File: src/hdl/pwc_pkg.sv
// Package with the field layout, reset values and divide table of the wakeup counter.
package pwc_pkg;

   // Widths of the counting parts.
   localparam int PWC_CNT_W = 8;
   localparam int PWC_PRESC_W = 18;
   localparam int PWC_NUM_SRC = 3;

   // Field positions inside the status and control byte.
   localparam int PWC_FLAG_BIT = 7;
   localparam int PWC_CLKS_HI = 6;
   localparam int PWC_CLKS_LO = 5;
   localparam int PWC_IE_BIT = 4;
   localparam int PWC_PS_HI = 3;
   localparam int PWC_PS_LO = 0;

   // Clock source select codes; any code with the high bit set picks the internal reference.
   localparam logic [1:0] PWC_SRC_LPO = 2'h0;
   localparam logic [1:0] PWC_SRC_EXT = 2'h1;

   // Indices of the source clocks in the sampled source vector.
   localparam int PWC_IDX_LPO = 0;
   localparam int PWC_IDX_EXT = 1;
   localparam int PWC_IDX_INT = 2;

   // Reset values.
   localparam logic [1:0] PWC_CLKS_RST = 2'h0;
   localparam logic [3:0] PWC_PS_RST = 4'h0;
   localparam logic [7:0] PWC_CNT_RST = 8'h00;
   localparam logic [7:0] PWC_MOD_RST = 8'h00;
   localparam logic [17:0] PWC_PRESC_RST = 18'h00000;
   localparam logic [3:0] PWC_PS_OFF = 4'h0;

   // Divide ratio for a prescale code and the low bit of the source select; zero means off.
   function automatic logic [17:0] pwc_divisor(input logic [3:0] ps, input logic sel0);
      logic [17:0] r;
      r = 18'h00000;
      if (!sel0) begin
         case (ps)
            4'h1: r = 18'h00008;
            4'h2: r = 18'h00020;
            4'h3: r = 18'h00040;
            4'h4: r = 18'h00080;
            4'h5: r = 18'h00100;
            4'h6: r = 18'h00200;
            4'h7: r = 18'h00400;
            4'h8: r = 18'h00001;
            4'h9: r = 18'h00002;
            4'ha: r = 18'h00004;
            4'hb: r = 18'h0000a;
            4'hc: r = 18'h00010;
            4'hd: r = 18'h00064;
            4'he: r = 18'h001f4;
            4'hf: r = 18'h003e8;
            default: r = 18'h00000;
         endcase
      end else begin
         case (ps)
            4'h1: r = 18'h00400;
            4'h2: r = 18'h00800;
            4'h3: r = 18'h01000;
            4'h4: r = 18'h02000;
            4'h5: r = 18'h04000;
            4'h6: r = 18'h08000;
            4'h7: r = 18'h10000;
            4'h8: r = 18'h003e8;
            4'h9: r = 18'h007d0;
            4'ha: r = 18'h01388;
            4'hb: r = 18'h02710;
            4'hc: r = 18'h04e20;
            4'hd: r = 18'h0c350;
            4'he: r = 18'h186a0;
            4'hf: r = 18'h30d40;
            default: r = 18'h00000;
         endcase
      end
      return r;
   endfunction

endpackage

File: src/hdl/pwc_periodic_wakeup_counter.sv
// Periodic wakeup counter: source select, prescaler, 8-bit counter with match limit and flag.
//
// Overview of operation
// - Eight-bit up-counter, eight-bit match limit, source selector and binary/decimal prescaler.
// - Reset stops and clears the counter, clears the match limit, prescaler off.
// - After reset the 1 kHz low-power oscillator is the counting source.
// - Prescaler off while prescale select is zero; any nonzero value starts it.
// - Writing a different source select clears prescaler and counter.
// - Writing a different prescale select clears prescaler and counter.
// - Divide ratio depends on prescale select and source select low bit.
// - Low-power source, code 0001 divides by eight.
// - Low-power source, code 1000 divides by one.
// - Low-power source, code 0xA divides by four.
// - Match limit accepts any value from zero to all ones.
// - Counter steps once per prescaler period up to the limit, then wraps.
// - Match flag sets when the counter steps from the limit to zero.
// - Any write to the match limit clears prescaler and counter.
// - Interrupt request is flag and enable together; no request without enable.
// - Writing one to the flag bit clears the match flag.
// - Source code 00 low-power, 01 external, 1x internal reference.
// - Full binary and decimal divide tables for both values of select bit zero.
// - With limit zero the flag sets on every prescaler output edge.
// - Writing zero to the flag has no effect; reset clears flag and control fields.
`timescale 1ns/1ps
module pwc_periodic_wakeup_counter
   import pwc_pkg::*;
(
   input wire logic i_clock,
   input wire logic i_rst_n,
   input wire logic i_low_power_osc_clock,
   input wire logic i_external_ref_clock,
   input wire logic i_internal_ref_clock,
   input wire logic i_status_control_write,
   input wire logic [7:0] i_status_control_wdata,
   input wire logic i_match_limit_write,
   input wire logic [7:0] i_match_limit_wdata,
   output logic [7:0] o_status_control,
   output logic o_match_flag,
   output logic o_match_irq_enable,
   output logic [1:0] o_clock_source_select,
   output logic [3:0] o_prescale_select,
   output logic [7:0] o_count_value,
   output logic [7:0] o_match_limit,
   output logic o_irq
);

   typedef struct packed {
      logic [PWC_PRESC_W-1:0] presc;
      logic [PWC_CNT_W-1:0] count;
      logic [PWC_CNT_W-1:0] limit;
      logic flag;
      logic irq_en;
      logic [1:0] clks;
      logic [3:0] ps;
      logic irq;
      logic [7:0] sc_read;
   } pwc_state_t;

   pwc_state_t st_q;
   pwc_state_t st_d;
   logic [PWC_NUM_SRC-1:0] src_rise;
   logic src_edge;
   logic [PWC_PRESC_W-1:0] divisor;
   logic [1:0] wr_clks;
   logic [3:0] wr_ps;
   logic cfg_change;
   logic step;

   // Each source pin is foreign to i_clock, so all of them are sampled through three stages.
   pwc_edge_sync #(
      .WIDTH(PWC_NUM_SRC)
   ) u_sync (
      .i_clock(i_clock),
      .i_rst_n(i_rst_n),
      .i_async({i_internal_ref_clock, i_external_ref_clock, i_low_power_osc_clock}),
      .o_rise(src_rise)
   );

   // Source select; each source level must be seen on two i_clock edges, so sources must stay below a quarter of the i_clock rate.
   always_comb begin
      case (st_q.clks)
         PWC_SRC_LPO: src_edge = src_rise[PWC_IDX_LPO];
         PWC_SRC_EXT: src_edge = src_rise[PWC_IDX_EXT];
         default: src_edge = src_rise[PWC_IDX_INT];
      endcase
   end

   // Divide ratio from the table; zero means the prescaler is off.
   assign divisor = pwc_divisor(st_q.ps, st_q.clks[0]);

   // Write decode of the control fields.
   assign wr_clks = i_status_control_wdata[PWC_CLKS_HI:PWC_CLKS_LO];
   assign wr_ps = i_status_control_wdata[PWC_PS_HI:PWC_PS_LO];
   assign cfg_change = i_status_control_write && ((wr_clks != st_q.clks) || (wr_ps != st_q.ps));

   // One prescaler output period has ended when the last source edge of the ratio arrives.
   assign step = (st_q.ps != PWC_PS_OFF) && src_edge && (st_q.presc == divisor - 18'h00001);

   // Next state. A clearing write beats a step in the same cycle, but a flag set beats a clear.
   always_comb begin
      st_d = st_q;
      if (st_q.ps == PWC_PS_OFF) begin
         st_d.presc = PWC_PRESC_RST;
      end else if (step) begin
         st_d.presc = PWC_PRESC_RST;
      end else if (src_edge) begin
         st_d.presc = st_q.presc + 18'h00001;
      end
      if (step) begin
         if (st_q.count == st_q.limit) begin
            st_d.count = PWC_CNT_RST;
         end else begin
            st_d.count = st_q.count + 8'h01;
         end
      end
      // Flag: software clear by a one, then hardware set has the last word.
      if (i_status_control_write && i_status_control_wdata[PWC_FLAG_BIT]) begin
         st_d.flag = 1'b0;
      end
      if (step && (st_q.count == st_q.limit)) begin
         st_d.flag = 1'b1;
      end
      if (i_status_control_write) begin
         st_d.clks = wr_clks;
         st_d.ps = wr_ps;
         st_d.irq_en = i_status_control_wdata[PWC_IE_BIT];
      end
      if (cfg_change) begin
         st_d.presc = PWC_PRESC_RST;
         st_d.count = PWC_CNT_RST;
      end
      if (i_match_limit_write) begin
         st_d.limit = i_match_limit_wdata;
         st_d.presc = PWC_PRESC_RST;
         st_d.count = PWC_CNT_RST;
      end
      st_d.irq = st_d.flag && st_d.irq_en;
      st_d.sc_read = {st_d.flag, st_d.clks, st_d.irq_en, st_d.ps};
   end

   // State register; reset leaves the counter stopped and every field cleared.
   always_ff @(posedge i_clock) begin
      if (!i_rst_n) begin
         st_q.presc <= PWC_PRESC_RST;
         st_q.count <= PWC_CNT_RST;
         st_q.limit <= PWC_MOD_RST;
         st_q.flag <= 1'b0;
         st_q.irq_en <= 1'b0;
         st_q.clks <= PWC_CLKS_RST;
         st_q.ps <= PWC_PS_RST;
         st_q.irq <= 1'b0;
         st_q.sc_read <= 8'h00;
      end else begin
         st_q <= st_d;
      end
   end

   // Outputs straight from the state register; the count has no write path at all.
   assign o_count_value = st_q.count;
   assign o_status_control = st_q.sc_read;
   assign o_match_flag = st_q.flag;
   assign o_match_irq_enable = st_q.irq_en;
   assign o_clock_source_select = st_q.clks;
   assign o_prescale_select = st_q.ps;
   assign o_match_limit = st_q.limit;
   assign o_irq = st_q.irq;

endmodule

File: src/hdl/pwc_edge_sync.sv
// Three-stage synchroniser with rising edge detection for the source clock pins.
`timescale 1ns/1ps
module pwc_edge_sync #(
   parameter int WIDTH = 3
) (
   input wire logic i_clock,
   input wire logic i_rst_n,
   input wire logic [WIDTH-1:0] i_async,
   output logic [WIDTH-1:0] o_rise
);

   typedef struct packed {
      logic [WIDTH-1:0] s1;
      logic [WIDTH-1:0] s2;
      logic [WIDTH-1:0] s3;
      logic [WIDTH-1:0] lvl;
      logic [WIDTH-1:0] rise;
   } pwc_sync_t;

   pwc_sync_t st_q;
   pwc_sync_t st_d;

   // A new level is accepted only once the second and third stages agree, so a glitch or a
   // metastable first stage never produces an edge; this costs one extra cycle of latency.
   always_comb begin
      st_d = st_q;
      st_d.s1 = i_async;
      st_d.s2 = st_q.s1;
      st_d.s3 = st_q.s2;
      st_d.lvl = (st_q.s2 & ~(st_q.s2 ^ st_q.s3)) | (st_q.lvl & (st_q.s2 ^ st_q.s3));
      st_d.rise = st_d.lvl & ~st_q.lvl;
   end

   // State register with synchronous reset.
   always_ff @(posedge i_clock) begin
      if (!i_rst_n) begin
         st_q <= '0;
      end else begin
         st_q <= st_d;
      end
   end

   assign o_rise = st_q.rise;

endmodule

File: config.mk
export PLATFORM = sky130hd
export DESIGN_NAME = pwc_periodic_wakeup_counter
export DESIGN_NICKNAME = d
export VERILOG_FILES = /design/src/hdl/pwc_pkg.sv /design/src/hdl/pwc_periodic_wakeup_counter.sv /design/src/hdl/pwc_edge_sync.sv
export SDC_FILE = /design/constraint.sdc
export NUM_CORES = 1
export LEC_CHECK = 0
export BUFFER_PORTS_ARGS = -buffer_cell sky130_fd_sc_hd__buf_2
export CORE_MARGIN = 2
export CORE_UTILIZATION = 55
export CTS_CLUSTER_DIAMETER = 60
export CTS_CLUSTER_SIZE = 16
export DETAILED_ROUTE_END_ITERATION = 7
export GPL_TIMING_DRIVEN = 0
export PLACE_DENSITY_LB_ADDON = 0.12
export REMOVE_ABC_BUFFERS = 1
export SYNTH_ARGS = -nofsm -noshare
export SYNTH_HDL_FRONTEND = slang
export SYNTH_HIERARCHICAL = 1
export SYNTH_SLANG_ARGS = --single-unit
export TNS_END_PERCENT = 100
File: constraint.sdc
create_clock -name i_clock -period 4.16 [get_ports i_clock]
set_clock_uncertainty 0.05 [all_clocks]
set_input_delay 1.04 -clock i_clock [delete_from_list [all_inputs] [get_ports i_clock]]
set_output_delay 1.04 -clock i_clock [all_outputs]
set_load 0.01 [all_outputs]
==> flow_metrics.env <==
export IMPL_outcome="finished clean"
export IMPL_grt_first_pass_wirelength_mm=16.7
export IMPL_layout_setup_ws_ps=501
export IMPL_wl_per_cell_um=14.8
export IMPL_dieArea_um2=9340
export IMPL_routed_wl_mm=9.74
export IMPL_clkTransAtPathRegs_ps=100
export IMPL_maxCapViolCount=0
export IMPL_area_growth_pct=5.41
export IMPL_synth_largest_area_cell="dfxtp_1"
export IMPL_hold_violations=0
export IMPL_num_vias=3661
export IMPL_ios=56
export IMPL_p_int_mw=1.17
export IMPL_worst_pin_slew_ps=838
export IMPL_ir_drop_mv=0.191
export IMPL_remaining_drc_errors=0
export IMPL_placed_area_um2=4750
export IMPL_power_density_nw_per_um2=339
export IMPL_switchingPower_mw=0.511
export IMPL_worst_endpoint_arrival_ps=3880
export IMPL_synth_cells=534
export IMPL_drv_slew=0
export IMPL_nets=578
export IMPL_grt_util_all_layers=0.213
export IMPL_hp_class="register to register"
export IMPL_hold_slack_ps=404
export IMPL_leakage_nw=1.87
export IMPL_drtAntennaViolNets=0
export IMPL_min_period_over_period=0.880
export IMPL_seq_area_frac_synth=0.356
export IMPL_criticalPathCategory="register to register"
export IMPL_synth_seq_cells=84
export IMPL_antenna_found_initial=0
export IMPL_clk_latency_ps=350
export IMPL_numCtsBuffers=9
export IMPL_tns_ps=0
export IMPL_clkPwrFrac=0.331
export IMPL_cp_start_kind="register"
export IMPL_slew_limit_headroom=0.439
export IMPL_max_freq_mhz=273
export IMPL_clock_sinks=84
export IMPL_initial_core_util=0.571
export IMPL_h_tree_depth=3
export IMPL_ys_flop_type="dfxtp_1"
export IMPL_synthArstFlopShare=0
export IMPL_dpl_hpwl_mm=7.28
export IMPL_end_kind="register"
export IMPL_cp_required_ps=4380
export IMPL_clock_path_buffers=2
export IMPL_fin_crit_ps=3660
export IMPL_yosys_area_top_type_share=0.356
export IMPL_fillers=766
export IMPL_synth_edff_count=0
export IMPL_synth_warnings=6
export IMPL_core_um2=8260
export IMPL_grt_ovfl_total=0
export IMPL_cts_hold_buf=0
export IMPL_grt_pass1_vias=3471
export IMPL_grt_max_degree=57
export IMPL_yosys_cell_types_count=65
export IMPL_drtIter0Drc=266
export IMPL_synth_area_top_cells="dfxtp_1 36%, xnor2_1 5.8%, buf_4 5.4%, mux2i_1 4.7%, xor2_1 3.5%"
export IMPL_n_antenna_cell=0
export IMPL_p_sw_frac=0.303
export IMPL_finalInstanceArea_um2=4970
export IMPL_dr_pass1_iters=4
export IMPL_syn_area_um2=4720
export IMPL_die_y_um=96.6
export IMPL_dp_slack_ps=-455
export IMPL_viasPerCell=5.58
export IMPL_setup_violations=0
export IMPL_rsz0062_at_grt="false"
export IMPL_p_seq_frac=0.508
export IMPL_cts_root_buf="clkbuf_8"
export IMPL_die_w_um=96.6
export IMPL_power_frac_comb=0.161
export IMPL_drive_gt1_frac=0.194
export IMPL_crit_path_max_fanout=56
export IMPL_rows=33
export IMPL_tritoncts="built"
export IMPL_gp_congestion=0.912
export IMPL_layout_common_cells="83 x dfxtp_1, 55 x buf_2, 42 x nand2_1, 38 x nor2_1, 31 x xnor2_1"
export IMPL_syn_avg_cell_area_um2=8.84
export IMPL_mostFrequentLayoutCell="dfxtp_1"
export IMPL_portBuffers=55
## routing by layer
| layer | wire, µm | global-route usage | vias to the layer above |
|---|---|---|---|
| li1 | - | - | 1872 |
| met1 | 4660 | 0.289 | 1711 |
| met2 | 4690 | 0.350 | 68 |
| met3 | 277 | 0.0332 | 10 |
| met4 | 112 | 0.0639 | 0 |
| met5 | 0 | 0 | - |
## worst max-delay path, cell delays in order (launching register included)
cell and delay, ps:
dfxtp_4 700, nor4b_2 390, o22ai_1 270, nor3_2 300
mux2_2 370, a2111oi_2 480, nand4_1 170, buf_4 190
or4b_1 500, a21oi_1 140
## cell usage after synthesis (all sizes together) (3+ instances only)
| cell | number |
|---|---|
| nor4b | 4 |
| nor3 | 20 |
| dfxtp | 84 |
| and2 | 11 |
| nand4 | 12 |
| ha | 9 |
| a21boi | 5 |
| clkbuf | 14 |
| nor4 | 11 |
| mux2i | 22 |
| o21a | 5 |
| and3 | 3 |
| and3b | 3 |
| nor2b | 23 |
| nand2b | 4 |
| or2 | 6 |
| o21ai | 18 |
| buf | 42 |
| mux2 | 5 |
| xor2 | 19 |
| o22ai | 4 |
| inv | 6 |
| nand3 | 23 |
| nor2 | 38 |
| o211ai | 3 |
| nand2 | 42 |
| a21oi | 22 |
| nor3b | 5 |
| nand4b | 3 |
| o31ai | 8 |
| xnor2 | 31 |
| or3 | 3 |
## repair_timing
action | 4_1_cts | 5_1_grt
cloned | 0 | 0
pin swaps | 1 | 0
endpoints found under the setup margin | 26 | 21
resized for setup | 2 | 1
setup buffers | 2 | 0
## cell type report
class,instances,area (µm²),area share
well taps,105,131,0.0264
clock buffers,9,124,0.0249
inverters,8,30.0,0.00604
flip-flops and latches,84,1690,0.339
multi-input cells,386,2640,0.531
repair buffers,57,290,0.0584
clock inverters,7,70.1,0.0141
## worst paths after layout
| check | slack, ps | cells past startpoint | startpoint | to |
|---|---|---|---|---|
| max reg2reg | 500 | 9 | o_clock_source_select[0]$_SDFFE_PN0P_ | o_count_value[1]$_SDFFE_PP0P_ |
| max | 500 | 9 | o_clock_source_select[0]$_SDFFE_PN0P_ | o_count_value[1]$_SDFFE_PP0P_ |
| min | 400 | 1 | u_sync/st_d[11]$_SDFF_PN0_ | u_sync/st_d[8]$_SDFF_PN0_ |
| min reg2reg | 400 | 1 | u_sync/st_d[11]$_SDFF_PN0_ | u_sync/st_d[8]$_SDFF_PN0_ |
## stage by stage
stage	std cells	power, mW	utilization
after CTS	656	1.69	0.602
after global routing	656	1.77	0.602
after floorplan	478	1.06	-
final	656	1.68	0.602
after global placement	638	1.14	0.575
after detailed placement	638	1.14	0.575
## cells by family after synthesis
family	synth area share
XOR/XNOR	0.0928
buffers and inverters	0.0864
AO/OA/AOI/OAI	0.114
AND/OR/NAND/NOR	0.262
adder cells (fa/ha/maj)	0.0239
flip-flops	0.356
multiplexers	0.0642
## power by group through the flow
| stage | Clock, mW | Sequential [mW] | Combinational (mW) |
|---|---|---|---|
| floorplan | 0 | 0.873 | 0.187 |
| global placement | 0 | 0.873 | 0.263 |
| detailed placement | 0 | 0.874 | 0.267 |
| CTS | 0.571 | 0.855 | 0.269 |
| global route | 0.611 | 0.860 | 0.298 |
| finish | 0.558 | 0.855 | 0.271 |
Note: power is estimated with default switching activity, not from simulation.
